--- src/logic/spc_cfg.svh ---
`ifndef SPC_CFG_SVH
`define SPC_CFG_SVH

// register addresses
`define SPC_A_CFG      16'hC0C8
`define SPC_A_CTL      16'hC0CA
`define SPC_A_IEN      16'hC0CC
`define SPC_A_STS      16'hC0CE
`define SPC_A_CLR      16'hC0D0
`define SPC_A_CRC      16'hC0D2
`define SPC_A_DATA     16'hC0D6

// port configuration fields
`define SPC_CFG_SHARED 15
`define SPC_CFG_ACTIVE 7
`define SPC_CFG_MASTER 6
`define SPC_CFG_SS_EN  5
`define SPC_CFG_DLY    0

// transfer control fields
`define SPC_CTL_INIT   14
`define SPC_CTL_BYTE   13
`define SPC_CTL_FDX    12
`define SPC_CTL_SSMAN  11
`define SPC_CTL_RDEN   10
`define SPC_CTL_TXRDY  9
`define SPC_CTL_RXRDY  8
`define SPC_CTL_TXEMP  7
`define SPC_CTL_RXFUL  6
`define SPC_CTL_TLEN   3
`define SPC_CTL_RLEN   0

// interrupt enable, status and clear fields
`define SPC_IRQ_RX     2
`define SPC_IRQ_TX     1
`define SPC_IRQ_BLK    0
`define SPC_STS_FERR   7

// crc control fields
`define SPC_CRC_MODE   14
`define SPC_CRC_EN     13
`define SPC_CRC_CLR    12
`define SPC_CRC_RX     11
`define SPC_CRC_ONE    10
`define SPC_CRC_ZERO   9

// reset values and constants
`define SPC_SHARED_RST 1'b1
`define SPC_DLY_RST    5'h1F
`define SPC_CRC_PRE    16'hFFFF
`define SPC_CRC7_ONES  7'h7F
`define SPC_POLY_MMC   16'h1021
`define SPC_POLY_CRC7  16'h0009
`define SPC_POLY_MST   16'h8005
`define SPC_POLY_RSVD  16'h0001
`define SPC_FIFO_FULL  4'h8

// timing
`define SPC_CLK_NS     25
`define SPC_HALF_NS    200
`define SPC_HALF_CYC   ((`SPC_HALF_NS + `SPC_CLK_NS - 1) / `SPC_CLK_NS)

`endif

--- src/logic/spc_pkg.sv ---
package spc_pkg;

	typedef enum logic [1:0] {ENG_IDLE, ENG_SHIFT, ENG_HOLD} spc_eng_phase_t;

	typedef struct packed {
		logic [2:0]     sck_s;
		logic [2:0]     mosi_s;
		logic [2:0]     miso_s;
		logic [2:0]     ss_s;
		logic           sck_f;
		logic           mosi_f;
		logic           miso_f;
		logic           ss_f;
		spc_eng_phase_t st;
		logic [3:0]     div;
		logic [3:0]     cnt;
		logic [7:0]     txsh;
		logic [7:0]     rxsh;
		logic           rd;
		logic           sck_o;
		logic           mosi_o;
		logic           mosi_oe;
		logic           miso_o;
		logic           miso_oe;
		logic           ss_o;
		logic           ss_oe;
		logic           busy;
		logic           began;
		logic           done;
		logic           bit_stb;
		logic           tx_bit;
		logic           rx_bit;
		logic [7:0]     rx_byte;
	} spc_eng_st_t;

	typedef struct packed {
		logic            shared;
		logic            master;
		logic            ss_en;
		logic [4:0]      ss_dly;
		logic            byte_mode;
		logic            fdx;
		logic            ss_man;
		logic            rd_en;
		logic [2:0]      tlen;
		logic [2:0]      rlen;
		logic [2:0]      ien;
		logic [2:0]      flg;
		logic            ferr;
		logic [1:0]      crc_mode;
		logic            crc_en;
		logic            crc_rx;
		logic [15:0]     crc;
		logic [7:0][7:0] txm;
		logic [7:0][7:0] rxm;
		logic [2:0]      twp;
		logic [2:0]      trp;
		logic [2:0]      rwp;
		logic [2:0]      rrp;
		logic [3:0]      tcnt;
		logic [3:0]      rcnt;
		logic            start;
		logic            cur_rd;
		logic [15:0]     rdata;
		logic            irq;
	} spc_ctrl_st_t;

endpackage

--- src/logic/spc_shift_if.sv ---
`timescale 1ns/10ps
interface spc_shift_if;
	logic       start;
	logic       rd;
	logic [3:0] nbits;
	logic [7:0] tx_byte;
	logic       master;
	logic       fdx;
	logic       shared;
	logic       ss_en;
	logic       ss_manual_mode;
	logic       ss_man;
	logic       busy;
	logic       began;
	logic       done;
	logic [7:0] rx_byte;
	logic       bit_stb;
	logic       tx_bit;
	logic       rx_bit;

	modport ctrl (
		output start, rd, nbits, tx_byte, master, fdx, shared, ss_en,
		output ss_manual_mode, ss_man,
		input  busy, began, done, rx_byte, bit_stb, tx_bit, rx_bit
	);

	modport eng (
		input  start, rd, nbits, tx_byte, master, fdx, shared, ss_en,
		input  ss_manual_mode, ss_man,
		output busy, began, done, rx_byte, bit_stb, tx_bit, rx_bit
	);
endinterface

--- src/logic/spc_shifter.sv ---
`timescale 1ns/10ps
`include "spc_cfg.svh"
module spc_shifter
(
	// clock and reset
	input  wire logic clk_in,
	input  wire logic reset_in,
	// control side
	spc_shift_if.eng  bus,
	// serial pins
	input  wire logic sck_in,
	input  wire logic mosi_in,
	input  wire logic miso_in,
	input  wire logic ss_n_in,
	output wire logic sck_out,
	output wire logic sck_oe_out,
	output wire logic mosi_out,
	output wire logic mosi_oe_out,
	output wire logic miso_out,
	output wire logic miso_oe_out,
	output wire logic ss_n_out,
	output wire logic ss_n_oe_out
);
	localparam spc_pkg::spc_eng_st_t RST = '{ss_s: 3'h7, ss_f: 1'b1,
		ss_o: 1'b1, st: spc_pkg::ENG_IDLE, default: '0};
	localparam logic [3:0] HALF_END = 4'(`SPC_HALF_CYC - 1);

	spc_pkg::spc_eng_st_t s;
	spc_pkg::spc_eng_st_t n;
	logic                 din;
	logic                 smp;
	logic                 shf;
	logic                 fin;

	always_comb
	begin
		n = s;
		n.began = 1'b0;
		n.done = 1'b0;
		n.bit_stb = 1'b0;
		smp = 1'b0;
		shf = 1'b0;
		fin = 1'b0;
		// stage [0] is read only by stage [1]
		n.sck_s = {s.sck_s[1:0], sck_in};
		n.mosi_s = {s.mosi_s[1:0], mosi_in};
		n.miso_s = {s.miso_s[1:0], miso_in};
		n.ss_s = {s.ss_s[1:0], ss_n_in};
		if (s.sck_s[1] == s.sck_s[2])
			n.sck_f = s.sck_s[2];
		if (s.mosi_s[1] == s.mosi_s[2])
			n.mosi_f = s.mosi_s[2];
		if (s.miso_s[1] == s.miso_s[2])
			n.miso_f = s.miso_s[2];
		if (s.ss_s[1] == s.ss_s[2])
			n.ss_f = s.ss_s[2];
		// shared line returns on the mosi pin
		din = bus.master ? ((bus.shared && !bus.fdx) ? s.mosi_f : s.miso_f)
			: s.mosi_f;
		case (s.st)
			spc_pkg::ENG_IDLE:
			begin
				n.sck_o = 1'b0;
				if (bus.master ? bus.start : !s.ss_f)
				begin
					n.st = spc_pkg::ENG_SHIFT;
					n.rd = bus.rd;
					n.cnt = bus.nbits;
					n.txsh = bus.tx_byte;
					n.rxsh = 8'h00;
					n.div = 4'h0;
					n.busy = 1'b1;
					n.began = 1'b1;
				end
			end
			spc_pkg::ENG_SHIFT:
			begin
				if (bus.master)
				begin
					n.div = s.div + 4'h1;
					if (s.div == HALF_END)
					begin
						n.div = 4'h0;
						n.sck_o = ~s.sck_o;
						smp = !s.sck_o;
						fin = s.sck_o && (s.cnt == 4'h0);
						shf = s.sck_o && (s.cnt != 4'h0);
					end
				end
				else if (s.ss_f)
				begin
					// frame cut short: no completion
					n.st = spc_pkg::ENG_IDLE;
					n.busy = 1'b0;
				end
				else
				begin
					smp = n.sck_f && !s.sck_f;
					shf = !n.sck_f && s.sck_f;
					fin = smp && (s.cnt == 4'h1);
				end
			end
			default:
			begin
				if (s.ss_f)
				begin
					n.st = spc_pkg::ENG_IDLE;
					n.busy = 1'b0;
				end
			end
		endcase
		if (smp)
		begin
			n.rxsh = {s.rxsh[6:0], din};
			n.cnt = s.cnt - 4'h1;
			n.bit_stb = 1'b1;
			n.tx_bit = s.txsh[7];
			n.rx_bit = din;
		end
		if (shf)
			n.txsh = {s.txsh[6:0], 1'b0};
		if (fin)
		begin
			n.done = 1'b1;
			n.rx_byte = bus.master ? s.rxsh : n.rxsh;
			n.st = bus.master ? spc_pkg::ENG_IDLE : spc_pkg::ENG_HOLD;
			n.busy = !bus.master;
		end
		n.mosi_o = n.txsh[7];
		n.miso_o = n.txsh[7];
		// a read phase on the shared line must release it
		n.mosi_oe = bus.master && !(n.busy ? (n.rd && !bus.fdx) : bus.shared);
		n.miso_oe = !bus.master && n.busy && (bus.fdx || !n.rd);
		if (bus.master && bus.ss_manual_mode)
			n.ss_o = ~bus.ss_man;
		else
			n.ss_o = !(bus.master && n.busy);
		n.ss_oe = bus.master && bus.ss_en;
	end

	always_ff @(posedge clk_in or posedge reset_in)
	begin
		if (reset_in)
			s <= RST;
		else
			s <= n;
	end

	assign bus.busy = s.busy;
	assign bus.began = s.began;
	assign bus.done = s.done;
	assign bus.rx_byte = s.rx_byte;
	assign bus.bit_stb = s.bit_stb;
	assign bus.tx_bit = s.tx_bit;
	assign bus.rx_bit = s.rx_bit;
	assign sck_out = s.sck_o;
	assign sck_oe_out = bus.master;
	assign mosi_out = s.mosi_o;
	assign mosi_oe_out = s.mosi_oe;
	assign miso_out = s.miso_o;
	assign miso_oe_out = s.miso_oe;
	assign ss_n_out = s.ss_o;
	assign ss_n_oe_out = s.ss_oe;
endmodule

--- src/logic/spc_ctrl.sv ---
// Design decision made here: the strobed register port.
`timescale 1ns/10ps
`include "spc_cfg.svh"
// Behaviour
// - byte mode bit picks PIO or block
// - duplex bit; blocked while line shared
// - manual select drives slave select in master mode when delay field is zero
// - read enable clears once a master read starts, direction in slave
// - transmit ready while transmit FIFO not full
// - receive ready while receive data held
// - transmit empty and receive full flags
// - transmit length, zero means eight bits
// - receive length, zero means eight bits
// - three interrupt enables, one per source
// - three interrupt flags readable, transmit and block sticky
// - FIFO error flag on underflow or overflow
// - FIFO init clears the error flag
// - clear register drops transmit and block flags
// - CRC mode selects the polynomial
// - CRC clear presets all ones, reads zero
// - receive CRC picks stream in full duplex
// - data write launches in master, data read drains FIFO
module spc_ctrl
(
	// clock and reset
	input  wire logic        CLK_IN,
	input  wire logic        RESET_IN,
	// register port
	input  wire logic [15:0] ADDR_IN,
	input  wire logic [15:0] WDATA_IN,
	input  wire logic        WR_IN,
	input  wire logic        RD_IN,
	output wire logic [15:0] RDATA_OUT,
	// interrupt request
	output wire logic        IRQ_OUT,
	// serial clock
	input  wire logic        SCK_IN,
	output wire logic        SCK_OUT,
	output wire logic        SCK_OE_OUT,
	// data lines
	input  wire logic        MOSI_IN,
	output wire logic        MOSI_OUT,
	output wire logic        MOSI_OE_OUT,
	input  wire logic        MISO_IN,
	output wire logic        MISO_OUT,
	output wire logic        MISO_OE_OUT,
	// slave select
	input  wire logic        SS_N_IN,
	output wire logic        SS_N_OUT,
	output wire logic        SS_N_OE_OUT
);
	localparam spc_pkg::spc_ctrl_st_t RST = '{shared: `SPC_SHARED_RST,
		ss_dly: `SPC_DLY_RST, crc: `SPC_CRC_PRE, default: '0};

	spc_pkg::spc_ctrl_st_t s;
	spc_pkg::spc_ctrl_st_t n;
	spc_shift_if           sh ();
	logic                  fd;
	logic                  rd_now;
	logic                  init;
	logic                  tclr;
	logic                  bclr;
	logic                  crc_clr;
	logic                  tpush;
	logic                  tpop;
	logic                  rpush;
	logic                  rpop;
	logic                  err;
	logic                  cap;
	logic [2:0]            fset;
	logic                  cbit;
	logic [15:0]           v;

	// zero in a length field stands for a whole byte
	function automatic logic [3:0] spc_bits(input logic [2:0] len);
		begin
			spc_bits = (len == 3'h0) ? 4'h8 : {1'b0, len};
		end
	endfunction

	function automatic logic [15:0] spc_crc_step(input logic [15:0] c,
		input logic b, input logic [1:0] m);
		logic        fb;
		logic [15:0] p;
		begin
			if (m == 2'h1)
			begin
				fb = c[6] ^ b;
				p = fb ? `SPC_POLY_CRC7 : 16'h0000;
				spc_crc_step = {9'h000, c[5:0], 1'b0} ^ p;
			end
			else
			begin
				fb = c[15] ^ b;
				if (m == 2'h0)
					p = `SPC_POLY_MMC;
				else if (m == 2'h2)
					p = `SPC_POLY_MST;
				else
					p = `SPC_POLY_RSVD;
				spc_crc_step = {c[14:0], 1'b0} ^ (fb ? p : 16'h0000);
			end
		end
	endfunction

	always_comb
	begin
		n = s;
		n.start = 1'b0;
		n.rdata = 16'h0000;
		init = 1'b0;
		tclr = 1'b0;
		bclr = 1'b0;
		crc_clr = 1'b0;
		tpush = 1'b0;
		tpop = 1'b0;
		rpush = 1'b0;
		rpop = 1'b0;
		err = 1'b0;
		cap = 1'b0;
		fset = 3'h0;
		cbit = 1'b0;
		v = 16'h0000;
		fd = s.fdx && !s.shared;
		rd_now = s.master ? s.cur_rd : (s.rd_en && !fd);

		// register writes; reserved bits are left alone
		if (WR_IN)
		begin
			if (ADDR_IN == `SPC_A_CFG)
			begin
				n.shared = WDATA_IN[`SPC_CFG_SHARED];
				n.ss_en = WDATA_IN[`SPC_CFG_SS_EN];
				n.ss_dly = WDATA_IN[`SPC_CFG_DLY +: 5];
				// role cannot flip under a running transfer
				if (!sh.busy)
					n.master = WDATA_IN[`SPC_CFG_MASTER];
				if (WDATA_IN[`SPC_CFG_SHARED])
					n.fdx = 1'b0;
			end
			else if (ADDR_IN == `SPC_A_CTL)
			begin
				init = WDATA_IN[`SPC_CTL_INIT];
				n.byte_mode = WDATA_IN[`SPC_CTL_BYTE];
				n.fdx = WDATA_IN[`SPC_CTL_FDX] && !s.shared;
				n.ss_man = WDATA_IN[`SPC_CTL_SSMAN];
				n.rd_en = WDATA_IN[`SPC_CTL_RDEN];
				n.tlen = WDATA_IN[`SPC_CTL_TLEN +: 3];
				n.rlen = WDATA_IN[`SPC_CTL_RLEN +: 3];
			end
			else if (ADDR_IN == `SPC_A_IEN)
			begin
				n.ien = WDATA_IN[2:0];
			end
			else if (ADDR_IN == `SPC_A_CLR)
			begin
				tclr = WDATA_IN[`SPC_IRQ_TX];
				bclr = WDATA_IN[`SPC_IRQ_BLK];
			end
			else if (ADDR_IN == `SPC_A_CRC)
			begin
				n.crc_mode = WDATA_IN[`SPC_CRC_MODE +: 2];
				n.crc_en = WDATA_IN[`SPC_CRC_EN];
				crc_clr = WDATA_IN[`SPC_CRC_CLR];
				n.crc_rx = WDATA_IN[`SPC_CRC_RX];
			end
			else if (ADDR_IN == `SPC_A_DATA)
			begin
				if (s.tcnt != `SPC_FIFO_FULL)
					tpush = 1'b1;
				else
					err = 1'b1;
			end
		end

		// register reads; unmapped addresses answer zero
		if (RD_IN)
		begin
			if (ADDR_IN == `SPC_A_CFG)
			begin
				v[`SPC_CFG_SHARED] = s.shared;
				v[`SPC_CFG_ACTIVE] = s.master && sh.busy;
				v[`SPC_CFG_MASTER] = s.master;
				v[`SPC_CFG_SS_EN] = s.ss_en;
				v[`SPC_CFG_DLY +: 5] = s.ss_dly;
			end
			else if (ADDR_IN == `SPC_A_CTL)
			begin
				v[`SPC_CTL_BYTE] = s.byte_mode;
				v[`SPC_CTL_FDX] = s.fdx;
				v[`SPC_CTL_SSMAN] = s.ss_man;
				v[`SPC_CTL_RDEN] = s.rd_en;
				v[`SPC_CTL_TXRDY] = s.tcnt != `SPC_FIFO_FULL;
				v[`SPC_CTL_RXRDY] = s.rcnt != 4'h0;
				v[`SPC_CTL_TXEMP] = s.tcnt == 4'h0;
				v[`SPC_CTL_RXFUL] = s.rcnt == `SPC_FIFO_FULL;
				v[`SPC_CTL_TLEN +: 3] = s.tlen;
				v[`SPC_CTL_RLEN +: 3] = s.rlen;
			end
			else if (ADDR_IN == `SPC_A_IEN)
			begin
				v[2:0] = s.ien;
			end
			else if (ADDR_IN == `SPC_A_STS)
			begin
				v[`SPC_STS_FERR] = s.ferr;
				v[2:0] = s.flg;
			end
			else if (ADDR_IN == `SPC_A_CRC)
			begin
				v[`SPC_CRC_MODE +: 2] = s.crc_mode;
				v[`SPC_CRC_EN] = s.crc_en;
				v[`SPC_CRC_RX] = s.crc_rx;
				if (s.crc_mode == 2'h1)
				begin
					v[`SPC_CRC_ONE] = s.crc[6:0] != 7'h00;
					v[`SPC_CRC_ZERO] = s.crc[6:0] != `SPC_CRC7_ONES;
				end
				else
				begin
					v[`SPC_CRC_ONE] = s.crc != 16'h0000;
					v[`SPC_CRC_ZERO] = s.crc != `SPC_CRC_PRE;
				end
			end
			else if (ADDR_IN == `SPC_A_DATA)
			begin
				v[7:0] = s.rxm[s.rrp];
				rpop = s.rcnt != 4'h0;
			end
			n.rdata = v;
		end

		// master launches whenever there is work and the shifter is free
		if (s.master && !sh.busy && !s.start && (s.rd_en || s.tcnt != 4'h0))
		begin
			n.start = 1'b1;
			n.cur_rd = s.rd_en && !fd;
		end

		if (sh.began)
		begin
			n.cur_rd = rd_now;
			if (!rd_now)
			begin
				if (s.tcnt != 4'h0)
					tpop = 1'b1;
				else
					err = 1'b1;
			end
			if (s.master && s.cur_rd)
				n.rd_en = 1'b0;
		end

		if (sh.done)
		begin
			cap = fd || s.cur_rd;
			if (cap)
			begin
				if (s.rcnt != `SPC_FIFO_FULL)
					rpush = 1'b1;
				else
					err = 1'b1;
			end
			if (s.byte_mode)
			begin
				fset[`SPC_IRQ_RX] = cap;
				fset[`SPC_IRQ_TX] = fd || !s.cur_rd;
			end
			else
			begin
				// block ends when the queue has drained
				fset[`SPC_IRQ_BLK] = s.tcnt == 4'h0;
			end
		end

		// FIFO pointers; init discards both queues
		if (init)
		begin
			n.twp = 3'h0;
			n.trp = 3'h0;
			n.rwp = 3'h0;
			n.rrp = 3'h0;
			n.tcnt = 4'h0;
			n.rcnt = 4'h0;
		end
		else
		begin
			if (tpush)
			begin
				n.txm[s.twp] = WDATA_IN[7:0];
				n.twp = s.twp + 3'h1;
			end
			if (tpop)
				n.trp = s.trp + 3'h1;
			if (rpush)
			begin
				n.rxm[s.rwp] = sh.rx_byte;
				n.rwp = s.rwp + 3'h1;
			end
			if (rpop)
				n.rrp = s.rrp + 3'h1;
			n.tcnt = s.tcnt + {3'h0, tpush} - {3'h0, tpop};
			n.rcnt = s.rcnt + {3'h0, rpush} - {3'h0, rpop};
		end

		// an error in the same cycle as init still sticks
		n.ferr = (s.ferr && !init) || err;

		// a new event beats a clear in the same cycle
		n.flg[`SPC_IRQ_TX] = (s.flg[`SPC_IRQ_TX] && !tclr)
			|| fset[`SPC_IRQ_TX];
		n.flg[`SPC_IRQ_BLK] = (s.flg[`SPC_IRQ_BLK] && !bclr)
			|| fset[`SPC_IRQ_BLK];
		// receive flag has no clear bit: it drops when the queue empties
		n.flg[`SPC_IRQ_RX] = (s.flg[`SPC_IRQ_RX] && n.rcnt != 4'h0)
			|| fset[`SPC_IRQ_RX];

		cbit = fd ? (s.crc_rx ? sh.rx_bit : sh.tx_bit)
			: (s.cur_rd ? sh.rx_bit : sh.tx_bit);
		if (crc_clr)
			n.crc = `SPC_CRC_PRE;
		else if (sh.bit_stb && s.crc_en)
			n.crc = spc_crc_step(s.crc, cbit, s.crc_mode);

		n.irq = |(n.flg & n.ien);
	end

	always_ff @(posedge CLK_IN or posedge RESET_IN)
	begin
		if (RESET_IN)
			s <= RST;
		else
			s <= n;
	end

	assign sh.start = s.start;
	assign sh.rd = s.master ? s.cur_rd : (s.rd_en && !fd);
	assign sh.nbits = spc_bits(sh.rd ? s.rlen : s.tlen);
	assign sh.tx_byte = s.txm[s.trp];
	assign sh.master = s.master;
	assign sh.fdx = fd;
	assign sh.shared = s.shared;
	assign sh.ss_en = s.ss_en;
	assign sh.ss_manual_mode = s.ss_dly == 5'h00;
	assign sh.ss_man = s.ss_man;

	spc_shifter u_shift
	(
		.clk_in      (CLK_IN),
		.reset_in    (RESET_IN),
		.bus         (sh.eng),
		.sck_in      (SCK_IN),
		.mosi_in     (MOSI_IN),
		.miso_in     (MISO_IN),
		.ss_n_in     (SS_N_IN),
		.sck_out     (SCK_OUT),
		.sck_oe_out  (SCK_OE_OUT),
		.mosi_out    (MOSI_OUT),
		.mosi_oe_out (MOSI_OE_OUT),
		.miso_out    (MISO_OUT),
		.miso_oe_out (MISO_OE_OUT),
		.ss_n_out    (SS_N_OUT),
		.ss_n_oe_out (SS_N_OE_OUT)
	);

	assign RDATA_OUT = s.rdata;
	assign IRQ_OUT = s.irq;
endmodule

--- config.mk ---
export PLATFORM = sky130hd
export DESIGN_NAME = spc_ctrl
export DESIGN_NICKNAME = d
export VERILOG_FILES = /design/src/logic/spc_pkg.sv /design/src/logic/spc_shift_if.sv /design/src/logic/spc_shifter.sv /design/src/logic/spc_ctrl.sv
export VERILOG_INCLUDE_DIRS = /design/src /design/src/logic
export SDC_FILE = /design/constraint.sdc
export NUM_CORES = 1
export LEC_CHECK = 0
export ABC_AREA = 1
export BUFFER_PORTS_ARGS = -buffer_cell sky130_fd_sc_hd__clkbuf_2
export CAP_MARGIN = 10
export CELL_PAD_IN_SITES_DETAIL_PLACEMENT = 1
export CELL_PAD_IN_SITES_GLOBAL_PLACEMENT = 1
export CORE_ASPECT_RATIO = 0.8
export CORE_UTILIZATION = 51
export DETAILED_ROUTE_END_ITERATION = 8
export PLACE_DENSITY = 0.86
export SETUP_SLACK_MARGIN = 0.02
export SLEW_MARGIN = 20
export SYNTH_ARGS = -nofsm -noshare
export SYNTH_HDL_FRONTEND = slang
export SYNTH_SLANG_ARGS = --single-unit
--- constraint.sdc ---
create_clock -name CLK_IN -period 18.4 [get_ports CLK_IN]
set_input_delay 0.92 -clock CLK_IN [delete_from_list [all_inputs] [get_ports CLK_IN]]
set_output_delay 0.92 -clock CLK_IN [all_outputs]
set_load 0.01 [all_outputs]
# == Word-level counts from Yosys, hierarchy flattened ==
# Index checks and enable logic that the tools add are counted.
# word_totals
reg_bits,274
in_bits,40
out_inout_bits,25
word_cells,381
# classes
addsub,10
order_cmp,6
n_eq_ne,27
mux,166
bitwise,13
n_reduce_logical,89
# ops
op,count
$mux W16,10
$bwmux W64,2
$eq A16 B16 Y1 const B,7
$mux W1,94
$mux W8,11
$mux W3,18
$bmux W8 S3,2
$demux W8 S3,2
$logic_and A1 B1 Y1,28
$mux W27,1
$mux W4,6
$reduce_bool A2 Y1,12
$mux W21,1
$mux W10,2
$mux W20,1
$mux W2,9
$logic_not A1 Y1,16
$lt A3 B4 Y1 const B,4
$ne A16 B16 Y1 const B,1
$reduce_bool A16 Y1,1
$reduce_bool A4 Y1,4
$xor A16 B16 Y16,1
$reduce_and A3 Y1,5
$add A3 B1 Y3 const B,4
36 further kinds,69

# == Longest topological paths before layout ==
# logic_depth
depth_word,17
depth_mapped,20
ltp_nobuf,20

# == Cells and area by module ==
# From an unflattened synthesis, not the netlist that was laid out.
# unflattened
cells_unflattened,1536
hier_area_um2,13272.7
# modules_own_cells
module,n_inst,cells_per_inst,area_each_um2,seq_area_each_um2
spc_ctrl,1,1253,10497.6,5332.6
spc_shifter,1,283,2775.2,1557.7

# == Worst setup path before layout ==
# Ideal clock, no wire load.
# synth_path
kind,input port to flip-flop
from,input ADDR_IN[11]
to,"register s, in the netlist IRQ_OUT"
setup_ns,0.117
arrival_ns,3.107
required_time_ns,18.283
setup_slack_ns,15.176
stages,16
cell_sequence,nor2_1 > nand2_1 > nor2_4 > nand3_2 > nor3_1 > ha_1 > inv_1 > ha_1 > fa_1 > xor2_1 > o21ai_0 > nand2_1 > nand2_1 > nand2_1 > nand2_1 > nand2_1
# synth_rtl
element,line,text
start: declaration,spc_ctrl.sv:29,"input wire logic [15:0] ADDR_IN,"
end signal: assignment,spc_ctrl.sv:333,s <= n;
end: declaration,spc_ctrl.sv:55,spc_pkg::spc_ctrl_st_t s;

==> out/metrics.csv <==
metric,value,unit
numCtsBuffers,29,
r2r_setup_slack,15.20,ns
cts-root-buf,clkbuf_16,
clk_path_buf_depth,3,
synth_warnings,0,
slowest_stage,nor3_1,
place_ws,14.30,ns
ir_worst_vdd,0.0696,mV
hp-class,flip-flop to flip-flop,
critPathMaxFanout,12,
crit_chain,clkbuf_2 > nor2_1 > nand2_1 > nor2_4 > nand3_2 > nor3_1 > ha_1 > inv_1 > ha_1 > fa_1 > xor2_1 > o21ai_0 > nand2_1 > nand2_1 > nand2_1 > nand2_1 > nand2_1,
required,18.84,ns
status,"finished, final reports clean",
vias,10857,
hold_buffers,0,
row_count,51,
grt_pass1_wl,61800,um
tightest_slew,1.09,ns
overflow,0,
holdCritStartpoint,u_shift.n[56],
cts.repair.resized,0,
fin_crit_sh,19.4,%
cts_tree,done,
fp.coreArea,24600,um2
seq_area_frac_synth,53.3,%
final_common_cell,nand2_1,
initial_core_util,52.5,%
most-common-layout-cells,"371 x nand2_1, 247 x dfrtp_1, 127 x inv_1",
wirelength,38200,um
synth-seq-cells,274,
dr.first_iter.drc_count,840,
cts.clk_slew.worst_paths,0.06,ns
die_x,180,um
fin_ws,14.84,ns
fin_nets,1570,
max_stage_delay,0.52,ns
drive_above_1_share,12.3,%
hold_viol,0,
setup_violations,0,
ff2ff_path_depth,10,
met3_length,1920,um
max_freq,0.281,GHz
ys_types,48,
detail-route-antenna-nets,0,
crit_path_frequent_cell,nand2_1,
start_kind,input pin,
clk_latency,0.56,ns
crit_path_start,ADDR_IN[9],
wl_met1,17400,um
highest_layer,met4,
drv_cap,0,
drc,0,
grt_pass1_vias,11191,
cts.htree.levels,1,
netlist_area,12900,um2
vias_per_cell,5.87,
synth.net_count,1539,
power.density,105,nW/um2
wl_met2,18100,um
dieArea,26000,um2
syn_inst,1478,
leakage,6.80,nW
skew,0.0174,ns
firstDrtPassIters,5,
cts.sinks,274,
place.gp.congestion,0.914,
final_max_slew_viol_count,0,
cp-end-kind,flip-flop,
r2r-end,s[25],
power.total,1.50,mW
final.setup.tns,0,ns
area_delta_synth_final,10.4,%
grt_usage,30.3,%
critical_path_arrival,4.01,ns
endpoint,IRQ_OUT,
num_io_pins,65,
slew_headroom,26.7,%
grt_max_degree,139,
post_cts_buffers,0,
critPathKind,input pin to flip-flop,
r2r_start,sh.master,
port_buffers,62,
avgRoutedWirePerCell,20.6,um
min_period,3.56,ns
avgSynthCellArea,8.75,um2
n_antenna_cell,0,
antenna_found_initial,0,
dp_hpwl,25600,um
die_y,144,um
rsz0062_at_grt,no,
-- cells in the mapped netlist, drive strengths merged --
library cell / n / area (um2)
a211oi: 4 / 30.0
a21oi: 32 / 164
a221oi: 1 / 8.76
a22o: 1 / 8.76
a22oi: 5 / 37.5
a31oi: 7 / 43.8
buf: 39 / 337
clkbuf: 27 / 101
clkinv: 3 / 11.3
dfrtp: 247 / 6180
dfstp: 27 / 709
fa: 2 / 40.0
ha: 19 / 238
inv: 132 / 498
maj3: 3 / 30.0
nand2: 381 / 1500
nand3: 105 / 541
nand4: 17 / 215
nor2: 127 / 537
nor3: 7 / 46.3
nor3b: 3 / 22.5
nor4: 4 / 25.0
o211ai: 5 / 37.5
o21ai: 236 / 1200
o221ai: 29 / 254
o22ai: 4 / 25.0
o31a: 1 / 8.76
o31ai: 2 / 15.0
o32ai: 1 / 8.76
or2: 2 / 12.5
xnor2: 2 / 17.5
xor2: 3 / 26.3
-- worst min-delay path by stage --
stage	cells after the start	slack (ns)	to
2_1_floorplan	0	0.33	u_shift.n[57]
3_3_place_gp	0	0.33	u_shift.n[57]
3_5_place_dp	0	0.34	u_shift.n[57]
4_1_cts	0	0.35	u_shift.n[57]
5_1_grt	0	0.36	u_shift.n[54]
6_report	0	0.35	u_shift.n[57]
-- per-layer routing --
| layer | vias up | global-route usage (%) |
|---|---|---|
| li1 | 4964 | - |
| met1 | 5518 | 42.9 |
| met2 | 322 | 50.5 |
| met3 | 53 | 3.55 |
| met4 | 0 | 7.15 |
| met5 | - | 0 |
-- report_power, final --
group	switching, mW	internal (mW)	total [mW]
Clock	0.253	0.381	0.634
Sequential	0.0289	0.636	0.665
Combinational	0.140	0.0575	0.198
Total	0.422	1.07	1.50
-- flip-flops by register name (all words and copies together) (netlist names), 8 cells and up --
name,flops
RDATA_OUT,16
u_shift.s,34
s,190
u_shift.n,8
u_shift.bus.rx_byte,8
-- final cells by class --
cell class,instances,area [um2]
clock buffers,38,810
clock inverters,16,223
fillers,2889,10400
inverters,135,517
multi-input cells,1003,5090
flip-flops and latches,274,6890
well taps,318,398
repair buffers,66,340
-- stage by stage --
stage,hold WS [ns],instances,instance area (um2),util [%]
3_3_place_gp,0.332,1796,13200,53.7
6_report,0.349,1850,14300,57.9
5_1_grt,0.363,1850,14300,57.9
2_1_floorplan,0.331,1478,12900,-
3_5_place_dp,0.336,1796,13200,53.7
4_1_cts,0.348,1850,14300,57.9
-- cell families after synthesis --
group                    Yosys count  share of synthesized area, %
AO/OA/AOI/OAI                    328                          14.2
XOR/XNOR                           5                         0.339
adder cells (fa/ha/maj)           24                          2.38
buffers and inverters            201                          7.33
flip-flops                       274                          53.3
AND/OR/NAND/NOR                  646                          22.4
-- worst max-delay path, delay by kind of cell --
family	cells	cell delay (ns)
xor+xnor	1	0.19
simple gates	10	1.67
fa+ha+maj	3	0.84
buf+inv	2	0.12
compound gates	1	0.25
No activity file was read; power rests on OpenSTA's default activity.
